### src/logic/ptr_params.svh
// Register offsets, field positions, reset values and sizes of the pressure threshold block.
`ifndef PTR_PARAMS_SVH
`define PTR_PARAMS_SVH
`define PTR_ADDR_W 7
`define PTR_OFS_IRQ_SETUP 7'h0B
`define PTR_OFS_THS_LOW 7'h0C
`define PTR_OFS_THS_HIGH 7'h0D
`define PTR_OFS_IF_CTRL 7'h0E
`define PTR_OFS_IDENTITY 7'h0F
`define PTR_OFS_CTRL_ONE 7'h10
`define PTR_OFS_CTRL_TWO 7'h11
`define PTR_OFS_CTRL_THREE 7'h12
`define PTR_OFS_FIFO_SETUP 7'h13
`define PTR_OFS_FIFO_WATERMARK_LEVEL 7'h14
`define PTR_OFS_REF_LOW 7'h15
`define PTR_OFS_REF_HIGH 7'h16
`define PTR_OFS_OFFSET_LOW 7'h18
`define PTR_OFS_OFFSET_HIGH 7'h19
`define PTR_OFS_IRQ_CAUSE 7'h24
`define PTR_OFS_FIFO_ST_ONE 7'h25
`define PTR_OFS_FIFO_ST_TWO 7'h26
`define PTR_OFS_STATUS 7'h27
`define PTR_OFS_PRESS_LSB 7'h28
`define PTR_OFS_PRESS_MID 7'h29
`define PTR_OFS_PRESS_MSB 7'h2A
`define PTR_OFS_TEMP_LSB 7'h2B
`define PTR_OFS_TEMP_MSB 7'h2C
`define PTR_OFS_FILTER_RES 7'h3C
`define PTR_OFS_QP_LSB 7'h78
`define PTR_OFS_QP_MID 7'h79
`define PTR_OFS_QP_MSB 7'h7A
`define PTR_OFS_QT_LSB 7'h7B
`define PTR_OFS_QT_MSB 7'h7C
`define PTR_BIT_AUTO_REF 7
`define PTR_BIT_CLR_REF 6
`define PTR_BIT_ZEROED 5
`define PTR_BIT_CLR_ZEROED 4
`define PTR_BIT_DELTA_EN 3
`define PTR_BIT_LATCH 2
`define PTR_BIT_LOW_EN 1
`define PTR_BIT_HIGH_EN 0
`define PTR_CAUSE_ACTIVE 2
`define PTR_CAUSE_LOW 1
`define PTR_CAUSE_HIGH 0
`define PTR_RST_ZERO 8'h00
`define PTR_RST_CTRL_TWO 8'h10
`define PTR_THS_W 15
`define PTR_PRESS_W 24
`define PTR_REF_W 16
`endif

### src/logic/ptr_pkg.sv
// Types shared by the pressure threshold block.
package ptr_pkg;
  typedef logic [7:0] ptr_byte_t;
  typedef logic [23:0] ptr_press_t;
  typedef enum logic [1:0] {
    PTR_REF_NONE = 2'b00,
    PTR_REF_ZEROED = 2'b01,
    PTR_REF_AUTO = 2'b10
  } ptr_ref_mode_t;
endpackage

### src/logic/ptr_delta_cmp.sv
// Comparator of the pressure difference against the threshold.
`timescale 1ns/1ps
`include "ptr_params.svh"
module ptr_delta_cmp (
  input wire logic signed [24:0] delta,
  input wire logic [14:0] threshold,
  input wire logic high_en,
  input wire logic low_en,
  output logic high_hit,
  output logic low_hit
);
  logic signed [24:0] ths_ext;
  assign ths_ext = {10'h000, threshold};
  assign high_hit = high_en && (delta > ths_ext); // see RULE_08
  assign low_hit = low_en && (delta < ths_ext); // see RULE_09
endmodule

### src/logic/ptr_boot_load.sv
// Reloads factory calibration values after power-up.
`timescale 1ns/1ps
`include "ptr_params.svh"
module ptr_boot_load (
  input wire logic clk_sys,
  input wire logic nrst,
  input wire logic [15:0] calib_value,
  output logic boot_done,
  output logic [15:0] calib_q
);
  typedef struct packed {
    logic done;
    logic [15:0] calib;
  } ptr_boot_t;
  ptr_boot_t st_q;
  ptr_boot_t st_d;
  // The calibration value is taken by a clocked load after reset release, never by the reset.
  always_comb begin
    st_d = st_q;
    if (!st_q.done) begin
      st_d.calib = calib_value; // see RULE_04
      st_d.done = 1'b1;
    end
  end
  always_ff @(posedge clk_sys or negedge nrst) begin
    if (!nrst) begin
      st_q <= '0;
    end else begin
      st_q <= st_d;
    end
  end
  assign boot_done = st_q.done;
  assign calib_q = st_q.calib;
endmodule

### src/logic/ptr_regs.sv
// Register bank with differential pressure threshold events and reference capture.
// Functional notes
// RULE_01 - Each 8-bit register is selected by a 7-bit address on the serial port.
// RULE_02 - Host never writes reserved ranges; such writes are ignored here.
// RULE_03 - Host never accesses unmapped addresses; they read as zero.
// RULE_04 - Factory calibration is reloaded at every power-up; host leaves it alone.
// RULE_05 - Setup register holds the eight mode and enable bits, all reset to zero.
// RULE_06 - Threshold events need delta enable and at least one event enable.
// RULE_07 - Threshold is a 15-bit unsigned value from two bytes, hPa times 16.
// RULE_08 - High event requested when compared difference exceeds the threshold.
// RULE_09 - Low event requested when compared difference is below the threshold.
// RULE_10 - Latch bit holds events in the cause register; otherwise they follow.
// RULE_11 - Host uses threshold events only with zeroed or auto-reference mode.
// RULE_12 - Zeroed mode captures measured pressure into the two reference registers.
// RULE_13 - Zeroed mode outputs pressure minus reference and compares the same value.
// RULE_14 - Zeroed enable bit clears itself after the first conversion following set.
// RULE_15 - Zeroed reset returns output to normal and clears the reference to zero.
// RULE_16 - Auto-reference captures pressure as reference and compares pressure minus it.
// RULE_17 - Auto-reference leaves the output registers showing raw pressure.
// RULE_18 - Auto-reference bit clears itself after first conversion; its reset ends mode.
// RULE_19 - Comparison happens once per completed conversion using its difference.
`timescale 1ns/1ps
`include "ptr_params.svh"
module ptr_regs #(
  parameter logic [7:0] IDENTITY_VALUE = 8'h5A
) (
  input wire logic clk_sys,
  input wire logic nrst,
  input wire logic reg_wr,
  input wire logic reg_rd,
  input wire logic [6:0] reg_addr,
  input wire logic [7:0] reg_wdata,
  output logic [7:0] reg_rdata,
  input wire logic conv_done,
  input wire logic [23:0] conv_pressure,
  input wire logic [15:0] conv_temperature,
  input wire logic [15:0] calib_value,
  input wire logic [7:0] fifo_status_one,
  input wire logic [7:0] fifo_status_two,
  input wire logic [7:0] status_value,
  input wire logic [23:0] queued_pressure,
  input wire logic [15:0] queued_temperature,
  output logic [7:0] ctrl_one,
  output logic [7:0] ctrl_two,
  output logic [7:0] ctrl_three,
  output logic [7:0] fifo_setup,
  output logic [7:0] fifo_watermark,
  output logic [7:0] interface_ctrl,
  output logic irq_event,
  output logic boot_done
);
  // The identity value is arbitrary.
  typedef struct packed {
    logic [7:0] setup;
    logic [7:0] ths_low;
    logic [7:0] ths_high;
    logic [7:0] if_ctrl;
    logic [7:0] ctrl_one;
    logic [7:0] ctrl_two;
    logic [7:0] ctrl_three;
    logic [7:0] fifo_setup;
    logic [7:0] fifo_watermark_level;
    logic [15:0] reference;
    logic [7:0] offset_low;
    logic [7:0] offset_high;
    logic [2:0] cause;
    logic [23:0] pressure_result;
    logic [15:0] temp_out;
    ptr_pkg::ptr_ref_mode_t mode;
    logic [7:0] rdata;
  } ptr_state_t;

  ptr_state_t st_q;
  ptr_state_t st_d;
  logic signed [24:0] delta;
  logic [23:0] ref_ext;
  logic [23:0] diff_raw;
  logic high_hit;
  logic low_hit;
  logic cmp_active;
  logic [15:0] calib_q;

  function automatic logic [23:0] ptr_diff(input logic [23:0] a, input logic [23:0] b);
    ptr_diff = a - b;
  endfunction

  // The 16-bit reference lines up with the top bits of the 24-bit pressure word.
  assign ref_ext = {st_q.reference, 8'h00};
  // Capture conversions still see the previous reference here; their events are suppressed below.
  assign diff_raw = ptr_diff(conv_pressure, ref_ext);
  assign delta = (st_q.mode == ptr_pkg::PTR_REF_NONE) ? $signed({1'b0, conv_pressure}) :
                 $signed({diff_raw[23], diff_raw});
  assign cmp_active = st_q.setup[`PTR_BIT_DELTA_EN] &&
                      (st_q.setup[`PTR_BIT_HIGH_EN] || st_q.setup[`PTR_BIT_LOW_EN]); // see RULE_06

  ptr_delta_cmp u_cmp (
    .delta(delta),
    .threshold({st_q.ths_high[6:0], st_q.ths_low}), // see RULE_07
    .high_en(st_q.setup[`PTR_BIT_HIGH_EN]),
    .low_en(st_q.setup[`PTR_BIT_LOW_EN]),
    .high_hit(high_hit),
    .low_hit(low_hit)
  );

  ptr_boot_load u_boot (
    .clk_sys(clk_sys),
    .nrst(nrst),
    .calib_value(calib_value),
    .boot_done(boot_done),
    .calib_q(calib_q)
  );

  always_comb begin
    logic capture;
    logic hi;
    logic lo;
    capture = 1'b0;
    hi = 1'b0;
    lo = 1'b0;
    st_d = st_q;
    // Host writes land first so that hardware updates in the same cycle win.
    if (reg_wr) begin
      unique case (reg_addr) // see RULE_01
        `PTR_OFS_IRQ_SETUP: st_d.setup = reg_wdata;
        `PTR_OFS_THS_LOW: st_d.ths_low = reg_wdata;
        `PTR_OFS_THS_HIGH: st_d.ths_high = {1'b0, reg_wdata[6:0]};
        `PTR_OFS_IF_CTRL: st_d.if_ctrl = reg_wdata;
        `PTR_OFS_CTRL_ONE: st_d.ctrl_one = reg_wdata;
        `PTR_OFS_CTRL_TWO: st_d.ctrl_two = reg_wdata;
        `PTR_OFS_CTRL_THREE: st_d.ctrl_three = reg_wdata;
        `PTR_OFS_FIFO_SETUP: st_d.fifo_setup = reg_wdata;
        `PTR_OFS_FIFO_WATERMARK_LEVEL: st_d.fifo_watermark_level = reg_wdata;
        `PTR_OFS_OFFSET_LOW: st_d.offset_low = reg_wdata;
        `PTR_OFS_OFFSET_HIGH: st_d.offset_high = reg_wdata;
        default: ; // see RULE_02
      endcase
    end
    if (reg_wr && reg_addr == `PTR_OFS_IRQ_SETUP) begin
      if (reg_wdata[`PTR_BIT_CLR_ZEROED] && st_q.mode == ptr_pkg::PTR_REF_ZEROED) begin
        st_d.mode = ptr_pkg::PTR_REF_NONE; // see RULE_15
        st_d.reference = 16'h0000;
      end
      if (reg_wdata[`PTR_BIT_CLR_REF] && st_q.mode == ptr_pkg::PTR_REF_AUTO) begin
        st_d.mode = ptr_pkg::PTR_REF_NONE; // see RULE_18
      end
      // Reset bits act as one-shot commands and do not stay set.
      st_d.setup[`PTR_BIT_CLR_ZEROED] = 1'b0;
      st_d.setup[`PTR_BIT_CLR_REF] = 1'b0;
    end
    // Reading the cause register clears latched events.
    if (reg_rd && reg_addr == `PTR_OFS_IRQ_CAUSE && st_q.setup[`PTR_BIT_LATCH]) begin
      st_d.cause = 3'h0;
    end
    if (conv_done) begin
      st_d.temp_out = conv_temperature;
      if (st_q.setup[`PTR_BIT_ZEROED]) begin
        st_d.reference = conv_pressure[23:8]; // see RULE_12
        st_d.mode = ptr_pkg::PTR_REF_ZEROED;
        st_d.setup[`PTR_BIT_ZEROED] = 1'b0; // see RULE_14
        capture = 1'b1;
      end else if (st_q.setup[`PTR_BIT_AUTO_REF]) begin
        st_d.reference = conv_pressure[23:8]; // see RULE_16
        st_d.mode = ptr_pkg::PTR_REF_AUTO;
        st_d.setup[`PTR_BIT_AUTO_REF] = 1'b0; // see RULE_18
        capture = 1'b1;
      end
      if (capture && st_q.setup[`PTR_BIT_ZEROED]) begin
        st_d.pressure_result = ptr_diff(conv_pressure, {conv_pressure[23:8], 8'h00}); // see RULE_13
      end else if (st_q.mode == ptr_pkg::PTR_REF_ZEROED) begin
        st_d.pressure_result = ptr_diff(conv_pressure, ref_ext); // see RULE_13
      end else begin
        st_d.pressure_result = conv_pressure; // see RULE_17
      end
      hi = cmp_active && !capture && high_hit; // see RULE_19
      lo = cmp_active && !capture && low_hit;
      if (st_q.setup[`PTR_BIT_LATCH]) begin
        st_d.cause[`PTR_CAUSE_HIGH] = st_d.cause[`PTR_CAUSE_HIGH] | hi; // see RULE_10
        st_d.cause[`PTR_CAUSE_LOW] = st_d.cause[`PTR_CAUSE_LOW] | lo;
      end else begin
        st_d.cause[`PTR_CAUSE_HIGH] = hi; // see RULE_10
        st_d.cause[`PTR_CAUSE_LOW] = lo;
      end
      st_d.cause[`PTR_CAUSE_ACTIVE] = st_d.cause[`PTR_CAUSE_HIGH] | st_d.cause[`PTR_CAUSE_LOW];
    end
    st_d.rdata = 8'h00;
    if (reg_rd) begin
      unique case (reg_addr)
        `PTR_OFS_IRQ_SETUP: st_d.rdata = st_q.setup;
        `PTR_OFS_THS_LOW: st_d.rdata = st_q.ths_low;
        `PTR_OFS_THS_HIGH: st_d.rdata = st_q.ths_high;
        `PTR_OFS_IF_CTRL: st_d.rdata = st_q.if_ctrl;
        `PTR_OFS_IDENTITY: st_d.rdata = IDENTITY_VALUE;
        `PTR_OFS_CTRL_ONE: st_d.rdata = st_q.ctrl_one;
        `PTR_OFS_CTRL_TWO: st_d.rdata = st_q.ctrl_two;
        `PTR_OFS_CTRL_THREE: st_d.rdata = st_q.ctrl_three;
        `PTR_OFS_FIFO_SETUP: st_d.rdata = st_q.fifo_setup;
        `PTR_OFS_FIFO_WATERMARK_LEVEL: st_d.rdata = st_q.fifo_watermark_level;
        `PTR_OFS_REF_LOW: st_d.rdata = st_q.reference[7:0];
        `PTR_OFS_REF_HIGH: st_d.rdata = st_q.reference[15:8];
        `PTR_OFS_OFFSET_LOW: st_d.rdata = st_q.offset_low ^ calib_q[7:0];
        `PTR_OFS_OFFSET_HIGH: st_d.rdata = st_q.offset_high ^ calib_q[15:8];
        `PTR_OFS_IRQ_CAUSE: st_d.rdata = {5'h00, st_q.cause};
        `PTR_OFS_FIFO_ST_ONE: st_d.rdata = fifo_status_one;
        `PTR_OFS_FIFO_ST_TWO: st_d.rdata = fifo_status_two;
        `PTR_OFS_STATUS: st_d.rdata = status_value;
        `PTR_OFS_PRESS_LSB: st_d.rdata = st_q.pressure_result[7:0];
        `PTR_OFS_PRESS_MID: st_d.rdata = st_q.pressure_result[15:8];
        `PTR_OFS_PRESS_MSB: st_d.rdata = st_q.pressure_result[23:16];
        `PTR_OFS_TEMP_LSB: st_d.rdata = st_q.temp_out[7:0];
        `PTR_OFS_TEMP_MSB: st_d.rdata = st_q.temp_out[15:8];
        `PTR_OFS_FILTER_RES: st_d.rdata = 8'h00;
        `PTR_OFS_QP_LSB: st_d.rdata = queued_pressure[7:0];
        `PTR_OFS_QP_MID: st_d.rdata = queued_pressure[15:8];
        `PTR_OFS_QP_MSB: st_d.rdata = queued_pressure[23:16];
        `PTR_OFS_QT_LSB: st_d.rdata = queued_temperature[7:0];
        `PTR_OFS_QT_MSB: st_d.rdata = queued_temperature[15:8];
        default: st_d.rdata = 8'h00; // see RULE_03
      endcase
    end else begin
      st_d.rdata = st_q.rdata;
    end
  end

  always_ff @(posedge clk_sys or negedge nrst) begin
    if (!nrst) begin
      st_q <= '0; // see RULE_05
      st_q.ctrl_two <= `PTR_RST_CTRL_TWO;
    end else begin
      st_q <= st_d;
    end
  end

  assign reg_rdata = st_q.rdata;
  assign ctrl_one = st_q.ctrl_one;
  assign ctrl_two = st_q.ctrl_two;
  assign ctrl_three = st_q.ctrl_three;
  assign fifo_setup = st_q.fifo_setup;
  assign fifo_watermark = st_q.fifo_watermark_level;
  assign interface_ctrl = st_q.if_ctrl;
  assign irq_event = st_q.cause[`PTR_CAUSE_ACTIVE];
endmodule

### config.mk
export PLATFORM = sky130hd
export DESIGN_NAME = ptr_regs
export DESIGN_NICKNAME = d
export VERILOG_FILES = /design/src/logic/ptr_pkg.sv /design/src/logic/ptr_delta_cmp.sv /design/src/logic/ptr_boot_load.sv /design/src/logic/ptr_regs.sv
export VERILOG_INCLUDE_DIRS = /design/src /design/src/logic
export SDC_FILE = /design/constraint.sdc
export NUM_CORES = 1
export LEC_CHECK = 0
export BUFFER_PORTS_ARGS = -buffer_cell sky130_fd_sc_hd__buf_2
export CAP_MARGIN = 10
export CORE_MARGIN = 1
export CORE_UTILIZATION = 55
export DETAILED_ROUTE_END_ITERATION = 10
export HOLD_SLACK_MARGIN = 0.12
export PLACE_DENSITY_LB_ADDON = 0.05
export SETUP_SLACK_MARGIN = 0.1
export SYNTH_ARGS = -nofsm -noshare
export SYNTH_HDL_FRONTEND = slang
export SYNTH_SLANG_ARGS = --single-unit
### constraint.sdc
create_clock -name clk_sys -period 9.6 [get_ports clk_sys]
set_clock_uncertainty 0.1 [all_clocks]
set_input_delay 1.92 -clock clk_sys [delete_from_list [all_inputs] [get_ports clk_sys]]
set_output_delay 1.92 -clock clk_sys [all_outputs]
set_load 0.1 [all_outputs]
==> metrics.txt <==
Most Frequent Cell on Critical Path=o31a_1; grt total ovfl=0; CTS Buf Count=17; first drt pass iteration count=6; Int Power=~1500 uW; Avg WL per Cell=approximately 25 um; post-CTS sizing=0; Cell Area, Placed=10700 um2; Port Buffers=roughly 200; min-delay worst type=reg -> reg; Worst VDD drop=182 uV; Die Span X=136 um; critical path's largest stage delay=approximately 0.49 ns; Setup-failing EPs final=0; total of max-cap violations=0; Seq cells post-synth=roughly 170; Clock Tree Root=clkbuf_16; CP bufs+invs=2; vias=between 8000 and 9000; asr flop ratio synth=100%; # DRC=0; die span in y=between 100 and 150 um; number of H-tree levels=4; top cells by area, synth=dfrtp_1, mux2_2, a22oi_1; Fin. Hold Viols=0; clk_lat worst skew=0.45 ns; Simple-Gate Fraction of Synth Area=approximately a tenth; outcome=finished clean; WP data required=around 9.8 ns; clock share of power=between 20 and 30%; Main synth FF type=dfrtp_1; antenna-violating nets left=0; Sequential Power Share=between 30% and 40%; maximum clock path buffer count=2; proportion of layout cells with a drive suffix above 1=a little over a third; core area=approximately 17000 um2; P_sw=1050 uW; Hold Buf Count CTS=0; initial core utilization=56.8%; CP max FO=4; CTS tree=built; post-synthesis cell area=a little under 10000 um2; hpwl dp=approximately 25000 um; crit path cell chain=buf_2, inv_1, ha_1, fa_1, nand2b_1, a21oi_1, nor2_1, o21ai_0, xnor2_1, or3b_2, o31a_1, o31a_1, or4_1; Arrival @ worst endpoint=5.06 ns; unrepaired setup endpoints after global routing=no; clock sink count=~170; CTS clock-pin slew for the worst setup and hold paths=0.07 ns; XOR/XNOR Fraction of Synth Area=2.74%; PnR worst setup slack=around 4.8 ns; largest family of logic cells by synthesized area=compound AO/OA/AOI/OAI gates; Setup WS pre-CTS=roughly 4.3 ns; vias per cell=around 6.4; Startpoint Class=primary input; power share of the combinational group=35.5%; sequential share of the synthesized area=between 40% and 50%; GPL Wtd Cong=about 0.97; largest net degree at the start of global routing=between 60 and 70; Compound-Gate Fraction of Synth Area=between 15 and 20%; fin crit share=between 50% and 60%; crit path time final=between 4 and 5 ns; Distinct cells, synth=a little over 60; die area=~19000 um2; yosys warns=0; CP max-delay cell=or4_1; post-synth net total=between 1000 and 1500; Slew Limit Fails=0; cell row count=48; top-area cell type share of the netlist area=between 40% and 50%; worst-margin pin slew=1.02 ns; initial DRC count=between 800 and 900; largest area contributor in the netlist=dfrtp_1; antenna violations before repair=0; Nets=1247; Net Sw Frac=40.7%; Adder-Cell Fraction of Synth Area=4.00%; Setup Buffers After CTS=0; Avg Cell Area, Syn=approximately 11 um2; first-pass GRT wire length=around 49000 um; Final Cell Area=roughly 11000 um2; Rel. slew slack=between 30% and 40%; mux contribution to synthesized area=between 10 and 15%; vias in the first global route=approximately 8100; CP endpoint kind=flop; pwr dens=approximately 230 nW/um2; setup TNS=0 ns; All-Layer GR Usage=around 37%; critical path class=in -> reg; Fmax achieved=around 210 MHz; final wirelength=33000 um; cells after synthesis=between 900 and 1000; delay-heaviest family, CP=simple AND/OR/NAND/NOR gates; Layout Area Growth over Synthesis=14.7%; EDFF count, synth=0; I/O pins=198; antenna cells=0; static leakage=around 0.0055 uW
==> cells in the mapped netlist, drive strengths merged (8+ instances only) <==
cell,count
mux2,124
a221oi,20
clkbuf,29
ha,30
nor2,48
nand3,12
buf,61
a22o,30
o21ai,19
inv,57
a21oi,32
a222oi,10
o22ai,24
nor3,17
a22oi,58
nor2b,8
xnor2,9
nand4,20
dfrtp,172
nand2b,16
xor2,22
nand2,46
==> power groups by stage <==
stage	Combinational [uW]	Sequential (uW)	Clock, uW
after floorplan	706	909	0
after global placement	899	954	0
after detailed placement	906	955	0
after CTS	912	942	727
after global routing	1000	955	754
final	917	946	723
==> final timing paths <==
| check | slack (ns) | from | depth (start not counted) | to |
|---|---|---|---|---|
| min in group asynchronous | 1.31 | nrst | 1 | fifo_setup[0] |
| max in group asynchronous | 6.87 | nrst | 2 | ref_ext[14] |
| min | 0.41 | st_q[153] | 1 | st_q[153] |
| max | 4.76 | conv_pressure[8] | 13 | irq_event |
| min reg2reg | 0.41 | st_q[153] | 1 | st_q[153] |
| max reg2reg | 5.95 | ref_ext[8] | 11 | irq_event |
==> metrics by stage <==
stage	std cells	power (uW)	utilization [%]	hold slack, ns
after CTS	1314	2580	65.2	0.406
after detailed placement	1282	1860	61.5	0.379
after floorplan	936	1610	-	0.354
after global placement	1282	1850	61.5	0.369
final	1314	2590	65.2	0.408
after global routing	1314	2710	65.2	0.418
==> flip-flops by register name, indices dropped and copies added (netlist names) <==
register          count
irq_event             1
ctrl_one              8
fifo_setup            8
ref_ext              16
reg_rdata             8
ctrl_two              8
fifo_watermark        8
interface_ctrl        8
ctrl_three            8
u_boot.calib_q       16
st_q                 83
u_boot.boot_done      1
==> area by class of cell <==
| class | instances | area [um2] |
|---|---|---|
| clock buffer | 17 | 425 |
| clock inverter | 15 | 209 |
| fill | 1484 | 6070 |
| inverter | 57 | 214 |
| multi-input combinational | 616 | 4790 |
| sequential | 173 | 4330 |
| tap | 225 | 282 |
| timing repair buffer | 211 | 1100 |
==> metal layers <==
layer	share of wire [%]	track usage, %	up-vias	wire (um)
li1	-	-	3701	-
met4	3.5	13.3	0	1150
met5	0	0	-	0
met2	46	57.4	476	15100
met1	42	49.6	4187	13900
met3	8.9	8.50	69	2940
==> cell families after synthesis <==
logic type / Yosys count
other: 1
AO/OA/AOI/OAI: 231
AND/OR/NAND/NOR: 191
buffers and inverters: 147
flip-flops: 173
XOR/XNOR: 31
multiplexers: 131
adder cells (fa/ha/maj): 31
==> layout by cell type (no fill, tap or decap), types with 9 or more instances in the layout <==
| master | n |
|---|---|
| o21ai_0 | 18 |
| a21oi_1 | 30 |
| nand2_1 | 46 |
| a222oi_1 | 10 |
| mux2_2 | 124 |
| inv_1 | 57 |
| xnor2_1 | 9 |
| a22o_1 | 30 |
| a22oi_1 | 58 |
| nand2b_1 | 15 |
| nor2_1 | 47 |
| buf_4 | 14 |
| dfrtp_1 | 172 |
| clkbuf_16 | 17 |
| o22ai_1 | 24 |
| xor2_1 | 22 |
| nand4_1 | 20 |
| nand3_1 | 12 |
| a221oi_1 | 20 |
| nor3_1 | 17 |
| ha_1 | 30 |
| buf_2 | 196 |
(Power assumes the default switching activity.)
